[config.mk]
export PLATFORM = sky130hd
export DESIGN_NAME = gafm_top
export DESIGN_NICKNAME = d
export VERILOG_FILES = /design/src/hdl/gafm_pkg.sv /design/src/hdl/gafm_sticky.sv /design/src/hdl/gafm_sync.sv /design/src/hdl/gafm_top.sv
export SDC_FILE = /design/constraint.sdc
export NUM_CORES = 1
export LEC_CHECK = 0
export ABC_AREA = 0
export BUFFER_PORTS_ARGS = -buffer_cell sky130_fd_sc_hd__buf_2
export CELL_PAD_IN_SITES_DETAIL_PLACEMENT = 0
export CELL_PAD_IN_SITES_GLOBAL_PLACEMENT = 2
export CORE_ASPECT_RATIO = 0.7
export CORE_MARGIN = 2
export CORE_UTILIZATION = 37
export DETAILED_ROUTE_END_ITERATION = 6
export PLACE_DENSITY = 0.78
export SLEW_MARGIN = 20
export SYNTH_ARGS = -nofsm -noshare
export SYNTH_HDL_FRONTEND = slang
export SYNTH_SLANG_ARGS = --single-unit
[constraint.sdc]
create_clock -name aclk -period 3.2 [get_ports aclk]
set_input_delay 0.16 -clock aclk [delete_from_list [all_inputs] [get_ports aclk]]
set_output_delay 0.16 -clock aclk [all_outputs]
set_load 0.01 [all_outputs]
[src/hdl/gafm_pkg.sv]
/*
 * Constants for the general purpose pin function multiplexer: register
 * offsets, field positions, reset values and the pin function encodings.
 * Assumes a 32-bit AXI4-Lite register bus with one register per word.
 */
package gafm_pkg;

    // ************************************************************
    // Sizes
    // ************************************************************
    localparam int GAFM_NUM_PINS = 8;        // General purpose pins
    localparam int GAFM_NUM_REFS = 8;        // Reference monitors
    localparam int GAFM_NUM_CHANS = 4;       // Digital loop channels
    localparam int GAFM_SEL_W = 3;           // Source selector width

    // ************************************************************
    // Register offsets (byte addresses)
    // ************************************************************
    localparam logic [7:0] GAFM_OFS_CTRL = 8'h00;      // Global control
    localparam logic [7:0] GAFM_OFS_PIN_IN = 8'h04;    // Sampled pin levels
    localparam logic [7:0] GAFM_OFS_PIN_OUT = 8'h08;   // Output levels
    localparam logic [7:0] GAFM_OFS_STICKY = 8'h0C;    // Sticky alarm bits
    localparam logic [7:0] GAFM_OFS_STK_CLR = 8'h10;   // Sticky clear (W1C)
    localparam logic [7:0] GAFM_OFS_ALERT_EN = 8'h14;  // Alert enables
    localparam logic [7:0] GAFM_OFS_LIVE = 8'h18;      // Live alarm state
    localparam logic [7:0] GAFM_OFS_IRQ_STAT = 8'h1C;  // Interrupt status
    localparam logic [7:0] GAFM_OFS_IRQ_CLR = 8'h20;   // Interrupt clear
    localparam logic [7:0] GAFM_OFS_IRQ_EN = 8'h24;    // Interrupt enable
    localparam logic [7:0] GAFM_OFS_PIN_CFG0 = 8'h40;  // First pin config
    localparam logic [7:0] GAFM_PIN_CFG_STEP = 8'h04;  // Pin config stride

    // ************************************************************
    // Pin config field layout
    // ************************************************************
    localparam int GAFM_CFG_MODE_LSB = 0;    // Mode field [2:0]
    localparam int GAFM_CFG_SEL_LSB = 4;     // Source select [6:4]
    localparam int GAFM_CFG_INV_BIT = 8;     // Polarity invert
    localparam int GAFM_CFG_OEN_BIT = 9;     // Open drain select
    localparam logic [31:0] GAFM_CFG_MASK = 32'h0000_037F;

    // ************************************************************
    // Sticky bit layout: [3:0] lock change, [7:4] holdover change,
    // [8] system analog loop lock change
    // ************************************************************
    localparam int GAFM_STK_W = 9;
    localparam int GAFM_STK_HO_LSB = 4;
    localparam int GAFM_STK_SYS_BIT = 8;

    // Interrupt events: sticky set, any pin input change
    localparam int GAFM_IRQ_W = 2;
    localparam int GAFM_IRQ_STK_BIT = 0;
    localparam int GAFM_IRQ_PIN_BIT = 1;

    // Reset values
    localparam logic [31:0] GAFM_CFG_RESET = 32'h0000_0000;
    localparam logic GAFM_CTRL_RESET = 1'b0;

    // Pin functions
    typedef enum logic [2:0] {
        GAFM_MODE_INPUT = 3'h0,
        GAFM_MODE_OUTPUT = 3'h1,
        GAFM_MODE_LOS = 3'h2,
        GAFM_MODE_LOL_LIVE = 3'h3,
        GAFM_MODE_LOL_STK = 3'h4,
        GAFM_MODE_HO_LIVE = 3'h5,
        GAFM_MODE_HO_STK = 3'h6,
        GAFM_MODE_ALERT = 3'h7
    } gafm_mode_type;

endpackage

[src/hdl/gafm_sticky.sv]
/*
 * Change detector with sticky flags: each flag is set on any edge of its
 * live input and cleared by a one-cycle clear pulse; set wins over clear.
 * Assumes the live inputs are already on aclk.
 */
`timescale 1ns/1ns

module gafm_sticky #(
    parameter int WIDTH = 9
) (
    input wire logic aclk,
    input wire logic aresetn,
    input wire logic arm,
    input wire logic [WIDTH-1:0] live,
    input wire logic [WIDTH-1:0] clear,
    output logic [WIDTH-1:0] sticky_q,
    output logic [WIDTH-1:0] changed
);

    // Previous live state for edge detection
    logic [WIDTH-1:0] live_prev_q;

    initial begin
        if (WIDTH < 1) begin
            $error("gafm_sticky: WIDTH must be at least 1");
        end
    end

    // Change seen this cycle, only once armed
    assign changed = arm ? (live ^ live_prev_q) : '0;

    // ************************************************************
    // Previous value tracker
    // ************************************************************
    always_ff @(posedge aclk) begin
        if (!aresetn) begin
            live_prev_q <= '0;
        end else begin
            live_prev_q <= live;
        end
    end

    // ************************************************************
    // Sticky flags
    // ************************************************************
    always_ff @(posedge aclk) begin
        if (!aresetn) begin
            sticky_q <= '0;
        end else begin
            sticky_q <= (sticky_q & ~clear) | changed;
        end
    end

endmodule

[src/hdl/gafm_sync.sv]
/*
 * Two flip-flop synchroniser for a vector of independent levels.
 * Assumes each bit is a slow level; no bus coherence is promised.
 */
`timescale 1ns/1ns

module gafm_sync #(
    parameter int WIDTH = 8
) (
    input wire logic aclk,
    input wire logic aresetn,
    input wire logic [WIDTH-1:0] async_in,
    output logic [WIDTH-1:0] sync_out
);

    // First stage, read only by the second stage
    logic [WIDTH-1:0] meta_q;

    initial begin
        if (WIDTH < 1) begin
            $error("gafm_sync: WIDTH must be at least 1");
        end
    end

    // ************************************************************
    // Two stage capture
    // ************************************************************
    always_ff @(posedge aclk) begin
        if (!aresetn) begin
            meta_q <= '0;
            sync_out <= '0;
        end else begin
            meta_q <= async_in;
            sync_out <= meta_q;
        end
    end

endmodule

[src/hdl/gafm_top.sv]
/*
 * General purpose pin function multiplexer. Each pin is an input, a
 * register-driven output, or an alarm output fed by loss-of-signal, lock
 * and holdover status, live or sticky, with optional inversion.
 * Assumes status inputs are on aclk; pin inputs are asynchronous; the
 * reset sequence end is flagged by an on-chip level on aclk.
 */
// Added by the designer: the address map and register access over AXI4-Lite.
`timescale 1ns/1ns

// Behaviour
// RULE_01 - Pin functions apply only after reset sequence
// RULE_02 - Input mode level readable in status register
// RULE_03 - Default function is general purpose input
// RULE_04 - Output mode drives register-held level
// RULE_05 - Per-pin config; same config, same output
// RULE_06 - Loss-of-signal active high, optional inversion
// RULE_07 - Loss-of-signal follows selected reference monitor
// RULE_08 - Loss-of-signal is live, never latched
// RULE_09 - Live loss-of-lock high while unlocked
// RULE_10 - Sticky loss-of-lock set on lock change
// RULE_11 - Live holdover high while in holdover
// RULE_12 - Sticky holdover set on holdover change
// RULE_13 - Sticky indications invertible to active low
// RULE_14 - Sticky holds until clear register written
// RULE_15 - Alert ORs enabled sticky bits, invertible
// RULE_16 - Sticky set on assertion and negation
// RULE_17 - Pin inputs pass two-stage synchroniser
module gafm_top
    import gafm_pkg::*;
#(
    parameter int NUM_PINS = GAFM_NUM_PINS
) (
    input wire logic aclk,
    input wire logic aresetn,
    // AXI4-Lite slave
    input wire logic [7:0] s_axi_awaddr,
    input wire logic s_axi_awvalid,
    output logic s_axi_awready,
    input wire logic [31:0] s_axi_wdata,
    input wire logic [3:0] s_axi_wstrb,
    input wire logic s_axi_wvalid,
    output logic s_axi_wready,
    output logic [1:0] s_axi_bresp,
    output logic s_axi_bvalid,
    input wire logic s_axi_bready,
    input wire logic [7:0] s_axi_araddr,
    input wire logic s_axi_arvalid,
    output logic s_axi_arready,
    output logic [31:0] s_axi_rdata,
    output logic [1:0] s_axi_rresp,
    output logic s_axi_rvalid,
    input wire logic s_axi_rready,
    // On-chip status
    input wire logic reset_seq_done,
    input wire logic [GAFM_NUM_REFS-1:0] ref_los_alarm,
    input wire logic [GAFM_NUM_CHANS-1:0] chan_locked,
    input wire logic [GAFM_NUM_CHANS-1:0] chan_holdover,
    input wire logic system_analog_loop_locked,
    // Pins
    input wire logic [NUM_PINS-1:0] pin_in,
    output logic [NUM_PINS-1:0] pin_out,
    output logic [NUM_PINS-1:0] pin_oe_n,
    output logic irq
);

    // ************************************************************
    // Declarations
    // ************************************************************
    logic [31:0] pin_cfg_q [NUM_PINS];       // Per-pin configuration
    logic [NUM_PINS-1:0] out_level_q;        // Output mode levels
    logic [GAFM_STK_W-1:0] alert_en_q;       // Alert enables
    logic [GAFM_IRQ_W-1:0] irq_stat_q;       // Interrupt status
    logic [GAFM_IRQ_W-1:0] irq_en_q;         // Interrupt enable
    logic active_q;                          // Reset sequence complete
    logic [NUM_PINS-1:0] pin_sync;           // Synchronised pins
    logic [NUM_PINS-1:0] pin_prev_q;         // For change events
    logic [GAFM_STK_W-1:0] live_vec;         // Live change sources
    logic [GAFM_STK_W-1:0] sticky;           // Sticky flags
    logic [GAFM_STK_W-1:0] stk_changed;      // Sticky set pulses
    logic [GAFM_STK_W-1:0] stk_clear;        // Clear pulses
    logic [GAFM_NUM_CHANS-1:0] unlocked;     // Live loss of lock
    logic alert_any;                         // Aggregated alert
    logic [NUM_PINS-1:0] pin_val_d;          // Next pin level
    logic [NUM_PINS-1:0] pin_drv_d;          // Next drive enable
    logic [NUM_PINS-1:0] od_d;               // Open drain per pin
    logic aw_hold_q;                         // Write address held
    logic w_hold_q;                          // Write data held
    logic [7:0] awaddr_q;
    logic [31:0] wdata_q;
    logic [3:0] wstrb_q;
    logic wr_go;                             // Both halves present

    initial begin
        if (NUM_PINS < 1 || NUM_PINS > 16) begin
            $error("gafm_top: NUM_PINS must be 1 to 16");
        end
    end

    // Byte-lane merge of write data over an old value
    function automatic logic [31:0] merge_wr(input logic [31:0] old_v,
            input logic [31:0] new_v, input logic [3:0] strb);
        logic [31:0] res;
        res = old_v;
        for (int b = 0; b < 4; b++) begin
            if (strb[b]) begin
                res[b*8 +: 8] = new_v[b*8 +: 8];
            end
        end
        return res;
    endfunction

    // Pin config index for an address, NUM_PINS when not a config word
    function automatic int cfg_index(input logic [7:0] addr);
        int idx;
        idx = NUM_PINS;
        for (int p = 0; p < NUM_PINS; p++) begin
            if (addr == 8'(GAFM_OFS_PIN_CFG0 + p * GAFM_PIN_CFG_STEP)) begin
                idx = p;
            end
        end
        return idx;
    endfunction

    // ************************************************************
    // Pin input synchroniser
    // ************************************************************
    gafm_sync #(
        .WIDTH(NUM_PINS)
    ) gafm_sync_inst (
        .aclk(aclk),
        .aresetn(aresetn),
        .async_in(pin_in),
        .sync_out(pin_sync)                  // [RULE_17]
    );

    // ************************************************************
    // Alarm sources and sticky flags
    // ************************************************************
    assign unlocked = ~(chan_locked & {GAFM_NUM_CHANS{system_analog_loop_locked}});
    assign live_vec = {~system_analog_loop_locked, chan_holdover, unlocked};

    gafm_sticky #(
        .WIDTH(GAFM_STK_W)
    ) gafm_sticky_inst (
        .aclk(aclk),
        .aresetn(aresetn),
        .arm(active_q),
        .live(live_vec),
        .clear(stk_clear),
        .sticky_q(sticky),                   // [RULE_16]
        .changed(stk_changed)
    );

    // Aggregated alert from enabled sticky flags
    assign alert_any = |(sticky & alert_en_q); // [RULE_15]

    // ************************************************************
    // Reset sequence tracker
    // ************************************************************
    always_ff @(posedge aclk) begin
        if (!aresetn) begin
            active_q <= GAFM_CTRL_RESET;
        end else if (reset_seq_done) begin
            active_q <= 1'b1;                // [RULE_01]
        end
    end

    // ************************************************************
    // Pin function multiplexer
    // ************************************************************
    always_comb begin
        pin_val_d = '0;
        pin_drv_d = '0;
        od_d = '0;
        for (int p = 0; p < NUM_PINS; p++) begin
            // Same fields give the same level on every pin, except in output mode where out_level_q[p] is per pin
            automatic logic [GAFM_SEL_W-1:0] sel; // [RULE_05]
            automatic logic inv;
            automatic gafm_mode_type mode;
            sel = pin_cfg_q[p][GAFM_CFG_SEL_LSB +: GAFM_SEL_W];
            inv = pin_cfg_q[p][GAFM_CFG_INV_BIT];
            mode = gafm_mode_type'(pin_cfg_q[p][GAFM_CFG_MODE_LSB +: 3]);
            od_d[p] = pin_cfg_q[p][GAFM_CFG_OEN_BIT];
            pin_drv_d[p] = active_q;         // [RULE_01]
            case (mode)
                GAFM_MODE_INPUT: begin
                    pin_drv_d[p] = 1'b0;     // [RULE_03]
                end
                GAFM_MODE_OUTPUT: begin
                    pin_val_d[p] = out_level_q[p]; // [RULE_04]
                end
                GAFM_MODE_LOS: begin
                    // Live monitor alarm, no latch
                    pin_val_d[p] = ref_los_alarm[sel] ^ inv; // [RULE_06] [RULE_07] [RULE_08]
                end
                GAFM_MODE_LOL_LIVE: begin
                    if (sel[2]) begin
                        pin_val_d[p] = ~system_analog_loop_locked ^ inv; // [RULE_09]
                    end else begin
                        pin_val_d[p] = unlocked[sel[1:0]] ^ inv; // [RULE_09]
                    end
                end
                GAFM_MODE_LOL_STK: begin
                    if (sel[2]) begin
                        pin_val_d[p] = sticky[GAFM_STK_SYS_BIT] ^ inv; // [RULE_10] [RULE_13]
                    end else begin
                        pin_val_d[p] = sticky[sel[1:0]] ^ inv; // [RULE_10] [RULE_13] [RULE_14]
                    end
                end
                GAFM_MODE_HO_LIVE: begin
                    pin_val_d[p] = chan_holdover[sel[1:0]] ^ inv; // [RULE_11]
                end
                GAFM_MODE_HO_STK: begin
                    pin_val_d[p] = sticky[GAFM_STK_HO_LSB + 32'(sel[1:0])] ^ inv; // [RULE_12] [RULE_13]
                end
                default: begin
                    pin_val_d[p] = alert_any ^ inv; // [RULE_15]
                end
            endcase
        end
    end

    // ************************************************************
    // Pin drivers: open drain only ever pulls low
    // ************************************************************
    always_ff @(posedge aclk) begin
        if (!aresetn) begin
            pin_out <= '0;
            pin_oe_n <= '1;
        end else begin
            for (int p = 0; p < NUM_PINS; p++) begin
                pin_out[p] <= od_d[p] ? 1'b0 : pin_val_d[p];
                pin_oe_n[p] <= ~(pin_drv_d[p] & (~od_d[p] | ~pin_val_d[p]));
            end
        end
    end

    // ************************************************************
    // AXI4-Lite write channel capture
    // ************************************************************
    assign s_axi_awready = !aw_hold_q && !s_axi_bvalid;
    assign s_axi_wready = !w_hold_q && !s_axi_bvalid;
    assign wr_go = aw_hold_q && w_hold_q;

    always_ff @(posedge aclk) begin
        if (!aresetn) begin
            aw_hold_q <= 1'b0;
            w_hold_q <= 1'b0;
            awaddr_q <= '0;
            wdata_q <= '0;
            wstrb_q <= '0;
        end else begin
            if (s_axi_awvalid && s_axi_awready) begin
                aw_hold_q <= 1'b1;
                awaddr_q <= s_axi_awaddr;
            end else if (wr_go) begin
                aw_hold_q <= 1'b0;
            end
            if (s_axi_wvalid && s_axi_wready) begin
                w_hold_q <= 1'b1;
                wdata_q <= s_axi_wdata;
                wstrb_q <= s_axi_wstrb;
            end else if (wr_go) begin
                w_hold_q <= 1'b0;
            end
        end
    end

    // Write response, OKAY or DECERR for unmapped
    always_ff @(posedge aclk) begin
        if (!aresetn) begin
            s_axi_bvalid <= 1'b0;
            s_axi_bresp <= 2'h0;
        end else if (wr_go) begin
            s_axi_bvalid <= 1'b1;
            if (awaddr_q == GAFM_OFS_PIN_OUT || awaddr_q == GAFM_OFS_STK_CLR ||
                    awaddr_q == GAFM_OFS_ALERT_EN || awaddr_q == GAFM_OFS_IRQ_CLR ||
                    awaddr_q == GAFM_OFS_IRQ_EN || cfg_index(awaddr_q) < NUM_PINS ||
                    awaddr_q == GAFM_OFS_CTRL || awaddr_q == GAFM_OFS_PIN_IN ||
                    awaddr_q == GAFM_OFS_STICKY || awaddr_q == GAFM_OFS_LIVE ||
                    awaddr_q == GAFM_OFS_IRQ_STAT) begin
                s_axi_bresp <= 2'h0;
            end else begin
                s_axi_bresp <= 2'h3;
            end
        end else if (s_axi_bready) begin
            s_axi_bvalid <= 1'b0;
        end
    end

    // ************************************************************
    // Writable registers
    // ************************************************************
    always_ff @(posedge aclk) begin
        if (!aresetn) begin
            for (int p = 0; p < NUM_PINS; p++) begin
                pin_cfg_q[p] <= GAFM_CFG_RESET;  // [RULE_03]
            end
            out_level_q <= '0;
            alert_en_q <= '0;
            irq_en_q <= '0;
        end else if (wr_go) begin
            if (awaddr_q == GAFM_OFS_PIN_OUT) begin
                out_level_q <= NUM_PINS'(merge_wr(32'(out_level_q), wdata_q, wstrb_q));
            end else if (awaddr_q == GAFM_OFS_ALERT_EN) begin
                alert_en_q <= GAFM_STK_W'(merge_wr(32'(alert_en_q), wdata_q, wstrb_q));
            end else if (awaddr_q == GAFM_OFS_IRQ_EN) begin
                irq_en_q <= GAFM_IRQ_W'(merge_wr(32'(irq_en_q), wdata_q, wstrb_q));
            end else if (cfg_index(awaddr_q) < NUM_PINS) begin
                pin_cfg_q[cfg_index(awaddr_q)] <= merge_wr(pin_cfg_q[cfg_index(awaddr_q)],
                    wdata_q, wstrb_q) & GAFM_CFG_MASK;
            end
        end
    end

    // Sticky clear pulse from a write of ones
    always_comb begin
        stk_clear = '0;
        if (wr_go && awaddr_q == GAFM_OFS_STK_CLR) begin
            stk_clear = GAFM_STK_W'(merge_wr(32'h0, wdata_q, wstrb_q)); // [RULE_14]
        end
    end

    // ************************************************************
    // Interrupt status: set wins over clear
    // ************************************************************
    always_ff @(posedge aclk) begin
        if (!aresetn) begin
            irq_stat_q <= '0;
            pin_prev_q <= '0;
        end else begin
            pin_prev_q <= pin_sync;
            if (wr_go && awaddr_q == GAFM_OFS_IRQ_CLR) begin
                irq_stat_q <= irq_stat_q & ~GAFM_IRQ_W'(merge_wr(32'h0, wdata_q, wstrb_q))
                    | {|(pin_sync ^ pin_prev_q), |stk_changed};
            end else begin
                irq_stat_q <= irq_stat_q | {|(pin_sync ^ pin_prev_q), |stk_changed};
            end
        end
    end

    assign irq = |(irq_stat_q & irq_en_q);

    // ************************************************************
    // AXI4-Lite read channel
    // ************************************************************
    assign s_axi_arready = !s_axi_rvalid;

    always_ff @(posedge aclk) begin
        if (!aresetn) begin
            s_axi_rvalid <= 1'b0;
            s_axi_rdata <= '0;
            s_axi_rresp <= 2'h0;
        end else if (s_axi_arvalid && s_axi_arready) begin
            s_axi_rvalid <= 1'b1;
            s_axi_rresp <= 2'h0;
            if (s_axi_araddr == GAFM_OFS_CTRL) begin
                s_axi_rdata <= 32'(active_q);
            end else if (s_axi_araddr == GAFM_OFS_PIN_IN) begin
                s_axi_rdata <= 32'(pin_sync);    // [RULE_02]
            end else if (s_axi_araddr == GAFM_OFS_PIN_OUT) begin
                s_axi_rdata <= 32'(out_level_q);
            end else if (s_axi_araddr == GAFM_OFS_STICKY) begin
                s_axi_rdata <= 32'(sticky);
            end else if (s_axi_araddr == GAFM_OFS_ALERT_EN) begin
                s_axi_rdata <= 32'(alert_en_q);
            end else if (s_axi_araddr == GAFM_OFS_LIVE) begin
                s_axi_rdata <= 32'(live_vec);
            end else if (s_axi_araddr == GAFM_OFS_IRQ_STAT) begin
                s_axi_rdata <= 32'(irq_stat_q);
            end else if (s_axi_araddr == GAFM_OFS_IRQ_EN) begin
                s_axi_rdata <= 32'(irq_en_q);
            end else if (cfg_index(s_axi_araddr) < NUM_PINS) begin
                s_axi_rdata <= pin_cfg_q[cfg_index(s_axi_araddr)];
            end else begin
                s_axi_rdata <= '0;           // Unmapped or write-only
                s_axi_rresp <= 2'h3;
            end
        end else if (s_axi_rready) begin
            s_axi_rvalid <= 1'b0;
        end
    end

endmodule

==> results.cfg, run 1 <==
[routing]
route.detailed.drc = 0
postRouteWirelength_microns = 38680
wl_per_cell_microns = 23.91
via_per_inst = 5.810
vias = 9401
ant_nets = 0
drtIter0Drc = 981
first_pass_iters = 5

[clock_tree]
clk_pin_slew_ns = 0.07
post_cts_resized = 0
clk_latency_ns = 0.45
cts.sinks = 188
cts_max_level = 4
cts_setup_buffers = 0
ctsLongestPathBuffers = 2
numCtsBuffers = 17
cts-root-buf = clkbuf_16
cts_tree = done

[timing]
finalClockSkew_ns = 0.01113
fin_crit_sh = 0.8532
hold-worst-slack_ns = 0.05490
worst_pin_slew_ns = 0.9450
rsz0062_at_grt = false
final_hold_viol_count = 0
setup_tns_ns = 0
period_minus_slack_ns = 2.730
finalMaxSlewViolations = 0
timing.fmax_ghz = 0.3663
slew_headroom = 0.3691
finalSetupViolCount = 0

[grt]
grt_pass1_wl_microns = 56690
grt_overflow_total = 0
antenna_found_initial = 2
grt_max_degree = 49
track_usage = 0.2494
grt_pass1_vias = 8541

[layout]
regArea_sq_mm = 0.004484
multi_input_area_sq_mm = 0.006021
drive_gt1_frac = 0.1847
utilization = 0.4340
antenna_cells = 0
fill_cells = 2810
syn2layout_area_growth_pct = 14.47
layout.nets = 1312
instances_no_fill = 1618

[critical_path]
timing.critical_path.required_ns = 3.52
critPathCaptureType = flop
arrival_ns = 3.05
max_stage_delay_ns = 0.61
crit_path_max_fanout = 9
path_cells = nand2b_1 > nor3_1 > and2_1 > a2111oi_4 > nand4_1 > nor2_1 > and2_1
crit_type = flop to flop
critPathMostFrequentCell = and2_1
cp_slowest_cell = nor2_1
crit_path_start_kind = flop

[synth]
synth.top_cell.area_share = 0.2106
synth_cells = 1142
ys.flop_type = dfxtp_1
async_flop_share = 0
synth-edff-count = 72
synthTopCellsByArea = dfxtp_1, edfxtp_1, mux4_2
yosys_warnings = 0
syn_avg_cell_area_sq_um = 9.657
synth_area_sq_mm = 0.01103
synth-seq-cells = 188
synth_cell_types = 73
synth_top_cell_by_area = dfxtp_1
synth-seq-area-share = 0.4066

[floorplan]
initial_utilization = 0.3792
num_rows = 52
die_w_microns = 210.3
die-height_microns = 148.4
die-area_sq_mm = 0.03122
pin_count = 143
coreArea_sq_mm = 0.02908

[power_and_ir_drop]
finalPower_mw = 5.541
power.leakage_nw = 4.903
ir_worst_vdd_mv = 0.2808
p_per_area_mw_per_mm2 = 438.9

[run_status]
status = completed

[placed_design]
hpwl_microns = 27680
placedCellCount = 1555
gp_congestion = 0.8836
port_buffers = 96

[worst_hold_path]
hp-class = primary input to flop

[run]
maxCapViolations = 0
cells in the mapped netlist (9+ instances only):
cell      instances
and3_1           16
nand2b_1         13
edfxtp_1         72
nor2_1           83
nand3b_1          9
nand4_1          11
xnor2_1           9
clkbuf_1         67
buf_2            12
inv_1            11
a31oi_1          11
dfxtp_1         116
a211oi_1          9
and2_1          107
o21ai_0          56
nor3_1           14
nand2_1         143
buf_4            26
nand3_1          28
xor2_1           14
a21oi_1          64
o211ai_1         17
mux2i_1          64
mux4_2           57
cells in the final DEF (no fill, tap or decap), drive strengths merged, types with 14 or more instances in the layout:
cell type	n
a21oi	64
and2	107
and3	16
buf	128
clkbuf	21
conb	22
dfxtp	116
dlygate4sd3	31
edfxtp	72
mux2i	64
mux4	57
nand2	143
nand3	31
nor2	84
nor3	14
o211ai	18
o21ai	59
xor2	14
repair_timing:
action,CTS,global route
setup endpoints to repair,0,0
hold buffers,31,0
hold endpoints to repair,31,0
worst paths after layout:
path	from	to	slack, ns	cells past startpoint
hold / removal	aresetn	s_axi_rdata[1]	0.05	3
setup reg to reg	awaddr_q[2]	pin_cfg_q[5][5]	0.47	7
setup / recovery	awaddr_q[2]	pin_cfg_q[5][5]	0.47	7
hold reg to reg	gafm_sync_inst.meta_q[3]	gafm_sync_inst.sync_out[3]	0.43	1
cells by family after synthesis:
kind of cell,count (synthesis),synth area share
other cells,1,0.0003400
flops,188,0.4066
buf+inv,126,0.05457
xor+xnor,23,0.01827
mux,122,0.1755
compound gates,216,0.1265
simple gates,466,0.2182
stage by stage:
step,area (sq um),setup WS (ns)
6_report,12620,0.4697
5_1_grt,12620,0.3768
4_1_cts,12620,0.5388
3_5_place_dp,11760,0.5252
3_3_place_gp,11760,0.5178
2_1_floorplan,11110,0.6930
worst max-delay path, delay by kind of cell, from the launching register on:
| kind | cells | cell delay [ns] |
|---|---|---|
| DFF | 1 | 0.51 |
| and+or+nand+nor | 6 | 1.66 |
| AOI/OAI and AO/OA | 1 | 0.43 |
registers in the layout (all words and copies together), names as in the netlist, 8 cells and up:
name,count
alert_en_q,9
awaddr_q,8
gafm_sticky_inst.live_prev_q,9
gafm_sticky_inst.sticky_q,9
gafm_sync_inst.meta_q,8
gafm_sync_inst.sync_out,8
out_level_q,8
pin_cfg_q,72
pin_oe_n,8
pin_out,8
pin_prev_q,8
s_axi_rdata,10
wdata_q,10
power by group:
part	switching, mW	internal [mW]	leakage [nW]
Clock	0.950	1.11	0.271
Combinational	0.420	0.320	2.94
Sequential	0.160	2.58	1.69
Total	1.53	4.01	4.90
area by class of cell:
| class | count | share of cell area |
|---|---|---|
| Clock buffer | 21 | 0.03657 |
| Clock inverter | 11 | 0.007533 |
| Inverter | 12 | 0.003568 |
| Multi-Input combinational cell | 849 | 0.4770 |
| Sequential cell | 188 | 0.3552 |
| Tap cell | 378 | 0.03747 |
| Timing Repair Buffer | 159 | 0.08266 |
metal layers:
layer | up-vias | GRT usage | routed length, microns
met1 | 4609 | 0.3764 | 18260
met4 | 0 | 0.05922 | 729
li1 | 4286 | - | -
met2 | 457 | 0.3517 | 16050
met3 | 49 | 0.06672 | 3634
met5 | - | 0 | 0
Power figures use the tool's default switching activity.
==> run 2: changes to the inputs <==
--- a/config.mk
+++ b/config.mk
@@ -7,13 +7,13 @@
 export LEC_CHECK = 0
 export ABC_AREA = 0
 export BUFFER_PORTS_ARGS = -buffer_cell sky130_fd_sc_hd__buf_2
-export CELL_PAD_IN_SITES_DETAIL_PLACEMENT = 0
-export CELL_PAD_IN_SITES_GLOBAL_PLACEMENT = 2
+export CELL_PAD_IN_SITES_DETAIL_PLACEMENT = 1
+export CELL_PAD_IN_SITES_GLOBAL_PLACEMENT = 1
 export CORE_ASPECT_RATIO = 0.7
 export CORE_MARGIN = 2
-export CORE_UTILIZATION = 37
+export CORE_UTILIZATION = 49
 export DETAILED_ROUTE_END_ITERATION = 6
-export PLACE_DENSITY = 0.78
+export PLACE_DENSITY = 0.83
 export SLEW_MARGIN = 20
 export SYNTH_ARGS = -nofsm -noshare
 export SYNTH_HDL_FRONTEND = slang
==> constraint.sdc (replaced) <==
create_clock -name aclk -period 3.5 [get_ports aclk]
set_input_delay 0.175 -clock aclk [delete_from_list [all_inputs] [get_ports aclk]]
set_output_delay 0.175 -clock aclk [all_outputs]
set_load 0.01 [all_outputs]
==> run 2 against run 1 <==
  * Clock-buffer cell count unchanged
  * Global-route usage up 9.6 points
  * Critical path type unchanged
  * Non-clock buffer count down 14
  * Largest power group unchanged
  * Fmax shrank 11%
  * Via count grew 5.0%
  * Highest routed layer unchanged
  * Clock skew increased by 0.0018 ns
  * Setup slack worse by 0.022 ns
  * Sequential share of layout area rose by 0.68 points
  * Flip-flop and latch count is the same
  * Critical path depth did not move
  * Final area down 1.9%
==> results.cfg, run 2 (synthesis results as in run 1) <==
[run_status]
status = completed

[placed_design]
placedCellCount = 1446
hpwl_microns = 27310
gp_congestion = 0.9377
port_buffers = 96

[worst_hold_path]
hp-class = primary input to flop

[power_and_ir_drop]
cell_internal_pwr_mw = 3.628
p_per_area_mw_per_mm2 = 412.2
ir_worst_vdd_mv = 0.4093
power.leakage_nw = 4.834
p_switching_mw = 1.479
switching_share = 0.2896
pwr-share-seq = 0.496
clockPowerShare = 0.378
p_comb_frac = 0.126

[grt]
grt_pass1_wl_microns = 60420
grt_max_degree = 56
grt_overflow_total = 0
grt_pass1_vias = 10070
track_usage = 0.3451
antenna_found_initial = 0

[critical_path]
crit_path_start_kind = flop
crit_type = flop to flop
crit_path_max_fanout = 9
timing.critical_path.required_ns = 3.62
arrival_ns = 3.17
critPathCaptureType = flop

[layout]
antenna_cells = 0
reg_top3 = pin_cfg_q x72, s_axi_rdata x10, wdata_q x10
final_common_cell = nand2_1
top_register = pin_cfg_q
drive_gt1_frac = 0.1786
syn2layout_area_growth_pct = 12.32
final_cell_mix = nand2_1, dfxtp_1, and2_1, buf_2, nor2_1
instances_no_fill = 1508
layout.nets = 1298
largest_reg_flops = 72

[timing]
finalClockSkew_ns = 0.01290
period_minus_slack_ns = 3.052
finalMaxSlewViolations = 0
final_hold_viol_count = 0
fin_crit_sh = 0.8721
finalSetupViolCount = 0
timing.fmax_ghz = 0.3276
worst_pin_slew_ns = 0.8517
setup_tns_ns = 0
rsz0062_at_grt = false
slew_headroom = 0.4314

[floorplan]
die-area_sq_mm = 0.02374
die-height_microns = 129.5
num_rows = 45
initial_utilization = 0.5035
die_w_microns = 183.3
pin_count = 143
coreArea_sq_mm = 0.02190

[clock_tree]
clk_latency_ns = 0.46
post_cts_resized = 0
numCtsBuffers = 17
cts_max_level = 4
cts-root-buf = clkbuf_16
cts_tree = done
cts.sinks = 188
ctsLongestPathBuffers = 2
clk_pin_slew_ns = 0.07

[routing]
drtIter0Drc = 1073
ant_nets = 0
vias = 9868
first_pass_iters = 6
via_per_inst = 6.544
wl_per_cell_microns = 26.55
postRouteWirelength_microns = 40030
route.detailed.drc = 0

[run]
maxCapViolations = 0
-- run 2: changes by cell type in the layout (fill, tap and decap cells not counted), sizes merged --
cell / before / now
buf: 128 / 115
clkinv: 9 / 6
inv: 12 / 15
dlygate4sd3: 31 / 30
-- run 2: per-layer routing --
metal  up-vias  routed length (microns)  global-route usage
met5         -                        0                   0
met3       147                     4572             0.09331
met2       617                    18000              0.5466
met1      4857                    15670              0.4422
li1       4247                        -                   -
met4         0                     1788              0.1694
-- run 2: repair_timing --
action	in CTS	in global routing
endpoints found under the hold margin	30	0
hold buffers	30	0
buffers inserted	0	0
-- run 2: final cells by class --
| class | count | area (sq um) |
|---|---|---|
| fillers | 2449 | 9515 |
| multi-input cells | 849 | 6021 |
| flip-flops and latches | 188 | 4484 |
| repair buffers | 145 | 923.4 |
| clock buffers | 21 | 460.4 |
| well taps | 282 | 352.8 |
| clock inverters | 11 | 100.1 |
| inverters | 12 | 45.04 |
-- run 2: power by group through the flow --
| stage | Clock, mW | Combinational [mW] | Sequential [mW] |
|---|---|---|---|
| 2_1_floorplan | 0 | 0.472 | 2.45 |
| 3_3_place_gp | 0 | 0.571 | 2.56 |
| 3_5_place_dp | 0 | 0.595 | 2.57 |
| 4_1_cts | 1.91 | 0.627 | 2.52 |
| 5_1_grt | 2.02 | 0.690 | 2.54 |
| 6_report | 1.93 | 0.643 | 2.53 |
-- run 2: through the flow --
| stage | hold WS [ns] | area (sq um) | util | setup slack, ns | power (mW) |
|---|---|---|---|---|---|
| floorplan | 0.2908 | 11110 | - | 0.9930 | 2.925 |
| detailed placement | 0.3860 | 11530 | 0.5263 | 0.4822 | 3.167 |
| finish | 0.03993 | 12390 | 0.5656 | 0.4478 | 5.106 |
| global placement | 0.3841 | 11530 | 0.5263 | 0.6675 | 3.135 |
| CTS | 0.01723 | 12390 | 0.5656 | 0.4595 | 5.057 |
| global route | 0.05091 | 12390 | 0.5656 | 0.2084 | 5.250 |
-- run 2: path summary, 6_finish.rpt --
kind	startpoint	to	slack (ns)	cells after the start
hold / removal	s_axi_awaddr[0]	awaddr_q[0]	0.04	3
hold reg to reg	gafm_sync_inst.meta_q[4]	gafm_sync_inst.sync_out[4]	0.44	1
setup reg to reg	awaddr_q[2]	pin_cfg_q[3][0]	0.45	7
setup / recovery	awaddr_q[2]	pin_cfg_q[3][0]	0.45	7
-- run 2: critical path, stage by stage (launching register included) --
cell and delay (ns):
dfxtp_1 0.50, nand2b_1 0.18, nor3_1 0.11, and2_1 0.20, a2111oi_4 0.42, nand3_1 0.46
nor4_4 0.47, nand2b_1 0.39
==> run 3: changes to the inputs <==
--- a/config.mk
+++ b/config.mk
@@ -14,6 +14,7 @@
 export CORE_UTILIZATION = 49
 export DETAILED_ROUTE_END_ITERATION = 6
 export PLACE_DENSITY = 0.83
+export RECOVER_POWER = 100
 export SLEW_MARGIN = 20
 export SYNTH_ARGS = -nofsm -noshare
 export SYNTH_HDL_FRONTEND = slang
==> run 3 against run 2 <==
  * The flow now finishes with violations (capacitance limit, slew limit)
  * Total power decreased by 0.24%
  * Fmax decreased by 6.3%
  * Critical endpoint is now pin_out[7]
  * Clock skew about the same
  * Combinational power decreased by 2%
  * Largest power group unchanged
  * Sequential share of layout area increased by 0.32 points
  * Core utilization decreased by 0.49 points
  * Final area decreased by 0.87%
  * Sequential power about the same
  * Cell count unchanged
  * Clock power about the same
  * Register-to-register slack got worse by 0.21 ns
  * Flip-flop and latch count unchanged
==> results.cfg, run 3 (synthesis results as in run 1) <==
[critical_path]
critPathCaptureType = flop
crit_type = flop to flop
r2r_start = gafm_sticky_inst.sticky_q[0]
crit_path_max_fanout = 12
arrival_ns = 3.58
setup.worst_path.start = gafm_sticky_inst.sticky_q[0]
crit_path_start_kind = flop
timing.critical_path.required_ns = 3.82

[layout]
syn2layout_area_growth_pct = 11.35
final_cell_mix = nand2_1, dfxtp_1, nor2_1, edfxtp_1
top_register = pin_cfg_q
final_common_cell = nand2_1
largest_reg_flops = 72
reg_top3 = pin_cfg_q x72, s_axi_rdata x10, wdata_q x10
drive_gt1_frac = 0.1370
antenna_cells = 0
layout.nets = 1298

[placed_design]
port_buffers = 96
pre_cts_ws_ns = 0.4822
gp_congestion = 0.9377
hpwl_microns = 27310

[grt]
grt_pass1_wl_microns = 60420
grt_overflow_total = 0
track_usage = 0.3451
grt_max_degree = 56
grt_pass1_vias = 10070
antenna_found_initial = 0

[timing]
final_hold_viol_count = 0
finalSetupViolCount = 0
period_minus_slack_ns = 3.259
finalMaxSlewViolations = 108
worst_pin_slew_ns = 2.690
slew_headroom = -0.7932
finalClockSkew_ns = 0.01338
rsz0062_at_grt = false
timing.fmax_ghz = 0.3069
setup_tns_ns = 0
fin_crit_sh = 0.9311
worst_slack_ns = 0.2411

[clock_tree]
cts-root-buf = clkbuf_16
clk_latency_ns = 0.46
cts_setup_buffers = 0
post_cts_resized = 0
cts_tree = done
cts_max_level = 4
clk_pin_slew_ns = 0.08
numCtsBuffers = 17
postCtsHoldBufs = 30
cts.sinks = 188
ctsLongestPathBuffers = 2

[routing]
drtIter0Drc = 1081
route.detailed.drc = 0
postRouteWirelength_microns = 40060
vias = 9878
wl_per_cell_microns = 26.57
via_per_inst = 6.550
ant_nets = 0
first_pass_iters = 5

[run]
maxCapViolations = 2

[floorplan]
coreArea_sq_mm = 0.02190
die-area_sq_mm = 0.02374
initial_utilization = 0.5035
num_rows = 45
pin_count = 143
die_w_microns = 183.3
die-height_microns = 129.5

[run_status]
status = finished with violations
violations = capacitance limit, slew limit

[worst_hold_path]
hp-start = s_axi_awaddr[0]
hp-class = primary input to flop

[power_and_ir_drop]
power.leakage_nw = 4.610
p_per_area_mw_per_mm2 = 414.8
finalPower_mw = 5.094
ir_worst_vdd_mv = 0.4058
run 3: changes by cell type in the layout (fill, tap and decap cells not counted), moves of 2 or more:
cell,before,now
o21ai_0,56,58
and2_1,107,46
clkbuf_1,2,50
buf_2,96,58
and2_0,0,61
buf_4,19,9
o21ai_1,3,1
run 3: stage by stage:
| step | util | hold WS (ns) | cell area (sq um) | instances |
|---|---|---|---|---|
| global placement | 0.5263 | 0.3841 | 11530 | 1446 |
| detailed placement | 0.5263 | 0.3860 | 11530 | 1446 |
| CTS | 0.5656 | 0.01723 | 12390 | 1508 |
| finish | 0.5606 | 0.04124 | 12280 | 1508 |
| global route | 0.5606 | 0.05091 | 12280 | 1508 |
| floorplan | - | 0.2908 | 11110 | 1163 |
run 3: worst max-delay path, cell delays in order, from the launching register on:
cell and delay, ns:
dfxtp_1 0.53, a222oi_1 0.42, clkbuf_1 0.61, nand2_1 0.47
o211ai_2 0.32, a21boi_1 0.11, or3b_1 0.37, a211oi_1 0.27
run 3: area by class of cell:
class / count / area (sq um)
Inverter: 12 / 45.04
Clock inverter: 11 / 100.1
Fill cell: 2469 / 9623
Tap cell: 282 / 352.8
Sequential cell: 188 / 4484
Clock buffer: 21 / 460.4
Timing Repair Buffer: 145 / 838.3
Multi-Input combinational cell: 849 / 5998
run 3: path summary, 6_finish.rpt:
kind / slack, ns / end / cells after the start
worst max register to register: 0.24 / pin_out[7] / 7
worst min-delay path: 0.04 / awaddr_q[0] / 3
worst min register to register: 0.44 / gafm_sync_inst.sync_out[4] / 1
worst max-delay path: 0.24 / pin_out[7] / 7
run 3: where the power goes:
group	switching, mW	internal [mW]
clock network	0.930	0.995
logic	0.363	0.270
registers	0.182	2.35
run 3: per-layer routing:
layer	track usage	vias to the layer above	wire length, microns
met5	0	-	0
met4	0.1694	0	1797
met3	0.09331	140	4572
met2	0.5466	603	17940
met1	0.4422	4900	15750
li1	-	4235	-
